### config.mk
export PLATFORM = sky130hd
export DESIGN_NAME = instruction_overlap_fetch
export DESIGN_NICKNAME = d
export VERILOG_FILES = /design/src/overlap_pkg.sv /design/src/store_port_if.sv /design/src/store_port.sv /design/src/addr_former.sv /design/src/instruction_overlap_fetch.sv
export SDC_FILE = /design/constraint.sdc
export NUM_CORES = 1
export LEC_CHECK = 0
export ABC_AREA = 1
export BUFFER_PORTS_ARGS = -buffer_cell sky130_fd_sc_hd__buf_2
export CORE_AREA = 2 2 175 177
export CTS_CLUSTER_SIZE = 40
export DETAILED_ROUTE_END_ITERATION = 10
export DIE_AREA = 0 0 177 179
export PLACE_DENSITY = 0.74
export SYNTH_ARGS = -nofsm -noshare
export SYNTH_HDL_FRONTEND = slang
export SYNTH_SLANG_ARGS = --single-unit
### constraint.sdc
create_clock -name ref_clk -period 12.4 [get_ports ref_clk]
set_clock_uncertainty 0.1 [all_clocks]
set_input_delay 3.72 -clock ref_clk [delete_from_list [all_inputs] [get_ports ref_clk]]
set_output_delay 3.72 -clock ref_clk [all_outputs]
set_load 0.03 [all_outputs]
### src/overlap_pkg.sv
/*
  Shared constants and types for the instruction overlap fetch block:
  word layout, store geometry, decode values and sequencer states.
  Assumes a 36-bit word numbered S,1..35 with S as the most significant bit.
*/
package overlap_pkg;

  localparam int WORD_W = 36;
  localparam int ADDR_W = 15;
  localparam int HALF_W = 14;
  localparam int TAG_W = 3;
  localparam int OP_W = 12;
  localparam int STORE_WORDS = 32768;
  localparam int HALF_WORDS = 16384;

  // Field positions, written as bit indices with S at bit 35
  localparam int ADDR_LSB = 0;
  localparam int TAG_LSB = 15;
  localparam int FLAG_LSB = 22;
  localparam int OP_LSB = 24;

  // Low address bit picks the store half, the rest address the word in it
  localparam int HALF_SEL_BIT = 0;
  localparam int WITHIN_LSB = 1;

  // Indirect flag value in bits 12-13
  localparam logic [1:0] INDIRECT_FLAG = 2'h3;
  localparam logic [TAG_W-1:0] TAG_NONE = 3'h0;
  localparam logic [TAG_W-1:0] TAG_ONE = 3'h1;
  localparam logic [TAG_W-1:0] TAG_TWO = 3'h2;
  localparam logic [TAG_W-1:0] TAG_FOUR = 3'h4;

  // Decode group seventy eight and its shift subset, octal 0760 style
  localparam logic [5:0] GROUP_78_CODE = 6'h3E;
  localparam logic [OP_W-1:0] SHIFT_MASK = 12'hE00;
  localparam logic [OP_W-1:0] SHIFT_CODE = 12'h600;

  localparam logic [ADDR_W-1:0] START_ADDR = 15'h0000;
  localparam logic [WORD_W-1:0] WORD_ZERO = 36'h000000000;

  typedef logic [WORD_W-1:0] word_t;
  typedef logic [ADDR_W-1:0] addr_t;

  typedef enum logic [5:0] {
    ST_IDLE = 6'h01,
    ST_FETCH_PAIR = 6'h02,
    ST_WAIT_PAIR = 6'h04,
    ST_INDIRECT = 6'h08,
    ST_EXECUTE = 6'h10,
    ST_WAIT_NEXT = 6'h20
  } seq_state_t;

  // Field extraction used by both the address former and the sequencer
  function automatic addr_t addr_field(input word_t w);
    return w[ADDR_LSB +: ADDR_W];
  endfunction : addr_field

  function automatic logic [TAG_W-1:0] tag_field(input word_t w);
    return w[TAG_LSB +: TAG_W];
  endfunction : tag_field

  function automatic logic is_indirect(input word_t w);
    return w[FLAG_LSB +: 2] == INDIRECT_FLAG;
  endfunction : is_indirect

  // Half of the split store that holds an address
  function automatic logic half_of(input addr_t a);
    return a[HALF_SEL_BIT];
  endfunction : half_of

endpackage : overlap_pkg

### src/store_port_if.sv
/*
  Interface between the sequencer and the two-port store requester.
  Assumes one request per half at a time.
*/
`timescale 1ns/1ps
interface store_port_if;
  import overlap_pkg::*;
  logic req_valid;
  addr_t req_addr_a;
  addr_t req_addr_b;
  logic req_pair;
  logic rsp_valid;
  word_t rsp_word_a;
  word_t rsp_word_b;

  modport seq (output req_valid, req_addr_a, req_addr_b, req_pair,
               input rsp_valid, rsp_word_a, rsp_word_b);
  modport port (input req_valid, req_addr_a, req_addr_b, req_pair,
                output rsp_valid, rsp_word_a, rsp_word_b);
endinterface : store_port_if

### src/store_port.sv
/*
  Steers one or two word requests onto the two independent store halves
  and collects the answers. Assumes each half answers with its valid
  strobe and holds no request open beyond its acknowledge.
*/
`timescale 1ns/1ps
module store_port (
  // Clock and reset
  input wire logic ref_clk,
  input wire logic sys_rst,
  // Sequencer side
  store_port_if.port sp,
  // Half zero
  output logic half0_req,
  output logic [overlap_pkg::HALF_W-1:0] half0_addr,
  input wire logic half0_ack,
  input wire logic [overlap_pkg::WORD_W-1:0] half0_data,
  // Half one
  output logic half1_req,
  output logic [overlap_pkg::HALF_W-1:0] half1_addr,
  input wire logic half1_ack,
  input wire logic [overlap_pkg::WORD_W-1:0] half1_data
);
  import overlap_pkg::*;

  logic busy_q;
  logic pair_q;
  logic a_half_q;
  logic need0_q, need1_q;
  logic got0_q, got1_q;
  word_t w0_q, w1_q;
  addr_t a_q, b_q;

  assign half0_req = busy_q && need0_q && !got0_q;
  assign half1_req = busy_q && need1_q && !got1_q;
  assign half0_addr = (half_of(a_q) == 1'b0) ? a_q[WITHIN_LSB +: HALF_W] :
                      b_q[WITHIN_LSB +: HALF_W];
  assign half1_addr = (half_of(a_q) == 1'b1) ? a_q[WITHIN_LSB +: HALF_W] :
                      b_q[WITHIN_LSB +: HALF_W];

  // Consecutive addresses always fall in opposite halves
  always_ff @(posedge ref_clk or posedge sys_rst) begin
    if (sys_rst) begin
      busy_q <= 1'b0;
      pair_q <= 1'b0;
      a_half_q <= 1'b0;
      need0_q <= 1'b0;
      need1_q <= 1'b0;
      got0_q <= 1'b0;
      got1_q <= 1'b0;
      w0_q <= WORD_ZERO;
      w1_q <= WORD_ZERO;
      a_q <= START_ADDR;
      b_q <= START_ADDR;
    end else if (!busy_q) begin
      got0_q <= 1'b0;
      got1_q <= 1'b0;
      if (sp.req_valid) begin
        busy_q <= 1'b1;
        pair_q <= sp.req_pair;
        a_q <= sp.req_addr_a;
        b_q <= sp.req_addr_b;
        a_half_q <= half_of(sp.req_addr_a);
        need0_q <= !half_of(sp.req_addr_a) || sp.req_pair;
        need1_q <= half_of(sp.req_addr_a) || sp.req_pair;
      end
    end else begin
      if (half0_req && half0_ack) begin
        got0_q <= 1'b1;
        w0_q <= half0_data;
      end
      if (half1_req && half1_ack) begin
        got1_q <= 1'b1;
        w1_q <= half1_data;
      end
      if (sp.rsp_valid) begin
        busy_q <= 1'b0;
      end
    end
  end

  assign sp.rsp_valid = busy_q && (got0_q || !need0_q) && (got1_q || !need1_q);
  assign sp.rsp_word_a = a_half_q ? w1_q : w0_q;
  assign sp.rsp_word_b = pair_q ? (a_half_q ? w0_q : w1_q) : WORD_ZERO;

endmodule : store_port

### src/addr_former.sv
/*
  Combinational effective address former: subtracts the selected index
  registers from an address field. Assumes index contents are stable.
*/
`timescale 1ns/1ps
module addr_former (
  // Operand word
  input wire logic [overlap_pkg::WORD_W-1:0] word_in,
  // Index registers
  input wire logic [overlap_pkg::ADDR_W-1:0] index_register_one,
  input wire logic [overlap_pkg::ADDR_W-1:0] index_register_two,
  input wire logic [overlap_pkg::ADDR_W-1:0] index_register_four,
  // Result
  output logic [overlap_pkg::ADDR_W-1:0] eff_addr
);
  import overlap_pkg::*;

  logic [TAG_W-1:0] tag;
  addr_t sel;

  // Tag bits select index registers, several selected ones are ORed
  always_comb begin
    tag = tag_field(word_in);
    sel = '0;
    if ((tag & TAG_ONE) != TAG_NONE) sel = sel | index_register_one;
    if ((tag & TAG_TWO) != TAG_NONE) sel = sel | index_register_two;
    if ((tag & TAG_FOUR) != TAG_NONE) sel = sel | index_register_four;
    if (tag == TAG_NONE) begin
      eff_addr = addr_field(word_in);
    end else begin
      eff_addr = addr_field(word_in) - sel;
    end
  end

endmodule : addr_former

### src/instruction_overlap_fetch.sv
/*
  Instruction fetch, address formation and overlap sequencing for a
  36-bit processor with a store split into two independent halves.
  Assumes the execute unit signals completion with exec_done and any
  trap with trap_req; index registers are supplied from outside.
*/
// Operation
// - An indexed instruction's effective address is its address field minus the chosen index.
// - An indirect instruction reads the word at the effective address and uses its address.
// - A tagged indirect word has its selected index subtracted to give the operand address.
// - The store is two independent halves of 16,384 words, so neighbours come from both.
// - Double overlap loads the first word into the program register, the next into backup.
// - Backup instruction analysis and modification run while the current one executes.
// - On completion the backup word moves into both program and storage registers.
// - The first word of a pair may sit at an odd or an even address.
// - In extended overlap each handover also fetches the next sequential word into backup.
// - Handovers continue for as long as nothing breaks the overlap.
// - Backup word indexing is done during backup instruction time; its indirect cycle waits until after handover.
// - Traps, double precision, one-cycle and group 78 non-shift words break overlap.
// - Double overlap is used at start and after a break before extended overlap resumes.
// - The direct address is taken from bits 21 to 35 of the word.
// - The tag field selects the index register used for modification.
`timescale 1ns/1ps
module instruction_overlap_fetch (
  // Clock and reset
  input wire logic ref_clk,
  input wire logic sys_rst,
  // Control
  input wire logic run,
  input wire logic exec_done,
  input wire logic trap_req,
  input wire logic [overlap_pkg::ADDR_W-1:0] trap_addr,
  input wire logic transfer_taken,
  input wire logic [overlap_pkg::ADDR_W-1:0] transfer_addr,
  input wire logic double_precision,
  input wire logic one_cycle,
  // Index registers
  input wire logic [overlap_pkg::ADDR_W-1:0] index_register_one,
  input wire logic [overlap_pkg::ADDR_W-1:0] index_register_two,
  input wire logic [overlap_pkg::ADDR_W-1:0] index_register_four,
  // Store half zero
  output logic half0_req,
  output logic [overlap_pkg::HALF_W-1:0] half0_addr,
  input wire logic half0_ack,
  input wire logic [overlap_pkg::WORD_W-1:0] half0_data,
  // Store half one
  output logic half1_req,
  output logic [overlap_pkg::HALF_W-1:0] half1_addr,
  input wire logic half1_ack,
  input wire logic [overlap_pkg::WORD_W-1:0] half1_data,
  // Execute side
  output logic [overlap_pkg::WORD_W-1:0] program_register,
  output logic [overlap_pkg::WORD_W-1:0] storage_register,
  output logic [overlap_pkg::ADDR_W-1:0] operand_addr,
  output logic exec_start,
  output logic backup_valid,
  output logic [overlap_pkg::WORD_W-1:0] instruction_backup_register,
  output logic [overlap_pkg::ADDR_W-1:0] backup_operand_addr,
  output logic backup_instruction_time,
  output logic extended_mode,
  output logic [overlap_pkg::ADDR_W-1:0] instr_counter
);
  import overlap_pkg::*;

  // ********************************************************
  // Storage and state
  // ********************************************************
  store_port_if sp ();

  seq_state_t state_q;
  word_t prog_q, stor_q, backup_q;
  logic backup_valid_q, ext_q, exec_start_q, ind_pending_q, bk_ind_q;
  addr_t pc_q, op_addr_q, bk_addr_q;

  addr_t first_ea, bk_ea, ind_ea;
  logic breaks_now;

  store_port u_store_port (
    .ref_clk(ref_clk),
    .sys_rst(sys_rst),
    .sp(sp),
    .half0_req(half0_req),
    .half0_addr(half0_addr),
    .half0_ack(half0_ack),
    .half0_data(half0_data),
    .half1_req(half1_req),
    .half1_addr(half1_addr),
    .half1_ack(half1_ack),
    .half1_data(half1_data)
  );

  // ********************************************************
  // Address formation
  // ********************************************************
  addr_former u_ea_first (
    .word_in(sp.rsp_word_a),
    .index_register_one(index_register_one),
    .index_register_two(index_register_two),
    .index_register_four(index_register_four),
    .eff_addr(first_ea)
  );

  // Backup word modified during backup instruction time
  addr_former u_ea_backup (
    .word_in(backup_q),
    .index_register_one(index_register_one),
    .index_register_two(index_register_two),
    .index_register_four(index_register_four),
    .eff_addr(bk_ea)
  );

  addr_former u_ea_ind (
    .word_in(sp.rsp_word_a),
    .index_register_one(index_register_one),
    .index_register_two(index_register_two),
    .index_register_four(index_register_four),
    .eff_addr(ind_ea)
  );

  // ********************************************************
  // Overlap break decode
  // ********************************************************
  function automatic logic breaks_overlap(input word_t w, input logic dp, input logic oc);
    logic grp;
    logic shift;
    grp = w[OP_LSB + 6 +: 6] == GROUP_78_CODE;
    shift = (w[OP_LSB +: OP_W] & SHIFT_MASK) == SHIFT_CODE;
    return dp || oc || (grp && !shift);
  endfunction : breaks_overlap

  assign breaks_now = trap_req || transfer_taken ||
                      breaks_overlap(prog_q, double_precision, one_cycle);

  // ********************************************************
  // Store requests
  // ********************************************************
  always_comb begin
    sp.req_valid = 1'b0;
    sp.req_pair = 1'b0;
    sp.req_addr_a = pc_q;
    sp.req_addr_b = ADDR_W'(pc_q + 1'b1);
    case (state_q)
      ST_FETCH_PAIR: begin
        sp.req_valid = 1'b1;
        sp.req_pair = 1'b1;
      end
      ST_INDIRECT: begin
        sp.req_valid = !ind_pending_q;
        sp.req_addr_a = bk_ind_q ? bk_addr_q : op_addr_q;
      end
      ST_WAIT_NEXT: begin
        sp.req_valid = 1'b1;
        sp.req_addr_a = pc_q;
      end
      default: begin
        sp.req_valid = 1'b0;
      end
    endcase
  end

  // ********************************************************
  // Sequencer
  // ********************************************************
  always_ff @(posedge ref_clk or posedge sys_rst) begin
    if (sys_rst) begin
      state_q <= ST_IDLE;
      prog_q <= WORD_ZERO;
      stor_q <= WORD_ZERO;
      backup_q <= WORD_ZERO;
      backup_valid_q <= 1'b0;
      ext_q <= 1'b0;
      exec_start_q <= 1'b0;
      ind_pending_q <= 1'b0;
      bk_ind_q <= 1'b0;
      pc_q <= START_ADDR;
      op_addr_q <= START_ADDR;
      bk_addr_q <= START_ADDR;
    end else begin
      exec_start_q <= 1'b0;
      case (state_q)
        ST_IDLE: begin
          if (run) begin
            ext_q <= 1'b0;
            state_q <= ST_FETCH_PAIR;
          end
        end
        ST_FETCH_PAIR: begin
          state_q <= ST_WAIT_PAIR;
        end
        ST_WAIT_PAIR: begin
          if (sp.rsp_valid) begin
            prog_q <= sp.rsp_word_a;
            stor_q <= sp.rsp_word_a;
            backup_q <= sp.rsp_word_b;
            backup_valid_q <= 1'b1;
            pc_q <= ADDR_W'(pc_q + 2'h2);
            op_addr_q <= first_ea;
            bk_ind_q <= 1'b0;
            if (is_indirect(sp.rsp_word_a)) begin
              state_q <= ST_INDIRECT;
            end else begin
              exec_start_q <= 1'b1;
              state_q <= ST_EXECUTE;
            end
          end
        end
        ST_INDIRECT: begin
          if (!ind_pending_q) begin
            ind_pending_q <= 1'b1;
          end else if (sp.rsp_valid) begin
            ind_pending_q <= 1'b0;
            exec_start_q <= 1'b1;
            state_q <= ST_EXECUTE;
            if (bk_ind_q) begin
              bk_addr_q <= ind_ea;
            end else begin
              op_addr_q <= ind_ea;
            end
          end
        end
        ST_EXECUTE: begin
          if (!bk_ind_q) begin
            bk_addr_q <= bk_ea;
          end
          if (exec_done) begin
            if (breaks_now || !backup_valid_q) begin
              backup_valid_q <= 1'b0;
              pc_q <= trap_req ? trap_addr :
                      (transfer_taken ? transfer_addr : ADDR_W'(pc_q - 1'b1));
              ext_q <= 1'b0;
              state_q <= ST_FETCH_PAIR;
            end else begin
              prog_q <= backup_q;
              stor_q <= backup_q;
              op_addr_q <= bk_ea;
              backup_valid_q <= 1'b0;
              ext_q <= 1'b1;
              bk_ind_q <= 1'b0;
              state_q <= ST_WAIT_NEXT;
              if (!is_indirect(backup_q)) begin
                exec_start_q <= 1'b1;
              end
            end
          end
        end
        ST_WAIT_NEXT: begin
          if (sp.rsp_valid) begin
            backup_q <= sp.rsp_word_a;
            backup_valid_q <= 1'b1;
            pc_q <= ADDR_W'(pc_q + 1'b1);
            if (is_indirect(prog_q)) begin
              state_q <= ST_INDIRECT;
            end else begin
              state_q <= ST_EXECUTE;
            end
          end
        end
        default: begin
          state_q <= ST_IDLE;
        end
      endcase
    end
  end

  // ********************************************************
  // Outputs
  // ********************************************************
  assign program_register = prog_q;
  assign storage_register = stor_q;
  assign operand_addr = op_addr_q;
  assign exec_start = exec_start_q;
  assign backup_valid = backup_valid_q;
  assign instruction_backup_register = backup_q;
  assign backup_operand_addr = bk_addr_q;
  assign backup_instruction_time = backup_valid_q && (state_q == ST_EXECUTE);
  assign extended_mode = ext_q;
  assign instr_counter = pc_q;

endmodule : instruction_overlap_fetch

==> reports/metrics.cfg <==
[route]
ant_nets=0
vias_per_cell=5.64
wire_per_inst_um=19.1
drtIter0Drc=1321
totalWireLength_um=50100
drc=0
vias=14800
drt_pre_antenna_iters=6

[floorplanning]
core_area_um2=30000
chipWidth_um=177
rows=64
io_pins=344
initial_core_util_pct=48.9
dieArea_um2=31700
die_h_um=179

[layout]
antennaDiodeCount=0
syn_to_final_growth_pct=16.6
finalNetCount=2409
layout-drive-gt1-share_pct=22.0
num-fill-cells=2911
fin_area_um2=17100

[cts]
ctsResizeCount=0
cts-root-buf=clkbuf_16
cts_buffers=25
cts_max_level=1
post_cts_buffers=0
worstSkewPairLatency_ns=0.54
cts_sinks=234
clk_pin_slew_ns=0.06
clk_path_buf_depth=3
cts_hold_buf=0
cts_tree=done

[grt]
grt_pass1_wl_um=77000
grt.total_usage_pct=31.2
gr-total-overflow=0
grt_pass1_vias=13600
antenna_found_initial=0
grt_start_max_net_pins=102

[setup_path]
r2r_cells=22
cp_max_fo=71
required_ns=8.58
path_class=flip-flop to output pin
cp-start-kind=flip-flop
setup.worst_path.start=u_store_port.a_q[0]$_DFFE_PP0P_
cp_data_arrival_time_ns=2.84
r2r_end=operand_addr[8]$_DFFE_PP0P_
end_kind=output pin
r2r_start=u_store_port.a_q[0]$_DFFE_PP0P_
crit_end=half1_addr[10]
reg2reg_setup_slack_ns=7.08

[power_and_ir_drop]
max-vdd-ir-drop_uv=145
finalPower_mw=5.07
powerDensity_nw_per_um2=297
leakagePower_nw=8.67

[timing]
setup-violations-final=0
fin_tns_setup_ns=0
relSlewSlack_pct=18.0
rsz0062_at_grt=no
fmax_mhz=150
finalCritPeriodShare_pct=53.7
hold_viol=0
setup_ws_ns=5.74
min_period_ns=6.66
whs_ns=0.379
drv_slew=0
worstMarginPinSlew_ns=1.23

[yosys]
synth_edf_count=0
synth_area_per_cell_um2=7.43
synth_cell_types=47
synth-seq-area-share_pct=39.9
synth_area_um2=14700
async_reset_ff_share_pct=100
syn-num-nets=2166
synth_warnings=0
ys_ff_latch=234
synth.area.top_cells=dfrtp_1, nand2_1, o21ai_0
yosys.area.top_type=dfrtp_1
ys.flop_type=dfrtp_1
synth_top_area_share_pct=39.7
synth_cells=1974

[worst_hold_path]
min-delay-path-class=flip-flop to flip-flop

[status]
outcome=finished, final reports clean

[place]
place_hpwl_um=37600
dpl-instance-area_um2=16300
pre_cts_ws_ns=5.98
gp_congestion=0.940
portBuffers=343

[job]
timing.max_cap.violations=0

[area by class of cell]
| type | count | area (um^2) | area share [%] |
|---|---|---|---|
| multi-input combinational | 1429 | 7480 | 43.7 |
| sequential | 234 | 5860 | 34.2 |
| tap | 396 | 495 | 2.90 |
| timing repair buffer | 355 | 1810 | 10.6 |
| clock inverter | 11 | 119 | 0.695 |
| inverter | 172 | 653 | 3.82 |
| clock buffer | 33 | 696 | 4.07 |
[placed cells by master, fill, tap and decap left out, drive strengths merged, types with 2 or more instances in the layout]
master	instances
a21oi	82
nand2	505
dfrtp	233
nand4	16
nor3	15
o21bai	2
o211ai	48
or2	10
a21o	3
nand3b	3
nand3	62
mux2	67
o21ai	272
o22ai	10
and2	5
a221oi	13
inv	167
a22oi	3
clkbuf	33
xor2	32
ha	33
clkinv	10
nor4	2
nor2	200
bufinv	2
fa	2
clkinvlp	4
a31oi	37
buf	355
[stage by stage]
step,utilization (%),cells
2_1_floorplan,-,1974
3_3_place_gp,54.3,2586
3_5_place_dp,54.3,2586
4_1_cts,57.0,2630
5_1_grt,57.0,2630
6_report,57.0,2630
[power breakdown]
| group | switching (mW) | leakage (nW) | total (mW) | internal (mW) |
|---|---|---|---|---|
| logic | 1.99 | 5.44 | 2.88 | 0.894 |
| registers | 0.359 | 2.84 | 1.44 | 1.08 |
| clock network | 0.319 | 0.391 | 0.755 | 0.436 |
| total | 2.66 | 8.67 | 5.07 | 2.41 |
[routing by layer]
| layer | part of all wire (%) | track usage (%) | wire length (um) | vias up |
|---|---|---|---|---|
| met5 | 0 | 0 | 0 | - |
| met4 | 3.6 | 11.0 | 1820 | 0 |
| met3 | 8.2 | 4.56 | 4100 | 109 |
| met2 | 43 | 47.0 | 21700 | 680 |
| met1 | 45 | 45.6 | 22400 | 7033 |
| li1 | - | - | - | 7024 |
[synth_stat cells, drive strengths merged, types with 2 or more instances]
master,count
ha,33
nor2,200
clkinv,6
nor4,2
xor2,32
buf,79
or2,10
clkbuf,60
and2,5
dfrtp,233
a221oi,13
nand3b,3
nor3,15
inv,166
o211ai,48
a22oi,3
nand2,505
fa,2
a31oi,37
a21o,3
o21ai,272
nand3,62
nand4,16
a21oi,82
mux2,67
o22ai,10
o21bai,2
[worst min-delay path by stage]
stage          depth (start not counted)                                  to                                from  slack, ns
4_1_cts                                2  backup_operand_addr[6]$_DFFE_PP0P_  backup_operand_addr[6]$_DFFE_PP0P_       0.38
3_3_place_gp                           2  backup_operand_addr[5]$_DFFE_PP0P_  backup_operand_addr[5]$_DFFE_PP0P_       0.36
3_5_place_dp                           2  backup_operand_addr[6]$_DFFE_PP0P_  backup_operand_addr[6]$_DFFE_PP0P_       0.36
5_1_grt                                2  backup_operand_addr[0]$_DFFE_PP0P_  backup_operand_addr[0]$_DFFE_PP0P_       0.40
2_1_floorplan                          2     u_store_port.got0_q$_DFFE_PP0P_     u_store_port.got0_q$_DFFE_PP0P_       0.37
6_report                               2  backup_operand_addr[6]$_DFFE_PP0P_  backup_operand_addr[6]$_DFFE_PP0P_       0.38
[critical path, stage by stage, from the launching register on]
cell	delay [ns]
dfrtp_2	0.82
buf_4	0.63
inv_2	0.26
o21ai_0	0.28
buf_2	0.24
[kinds of logic (layout without fill, tap and decap cells)]
family / after synthesis / in the layout / share of synthesized area (%)
flops: 234 / 234 / 39.9
fa+ha+maj: 35 / 35 / 3.09
simple gates: 818 / 818 / 22.5
mux: 68 / 68 / 5.21
compound gates: 476 / 476 / 18.1
buf+inv: 311 / 571 / 9.21
xor+xnor: 32 / 32 / 1.91
[state kept, by name, summed over array words and instances, names as in the netlist, 6 cells and up]
register and cells:
backup_operand_addr 15, instr_counter 15, instruction_backup_register 36, operand_addr 15, state_q 6, storage_register 36, u_store_port.a_q 15, u_store_port.b_q 14
u_store_port.w0_q 36, u_store_port.w1_q 36
Power figures use the tool's default switching activity.
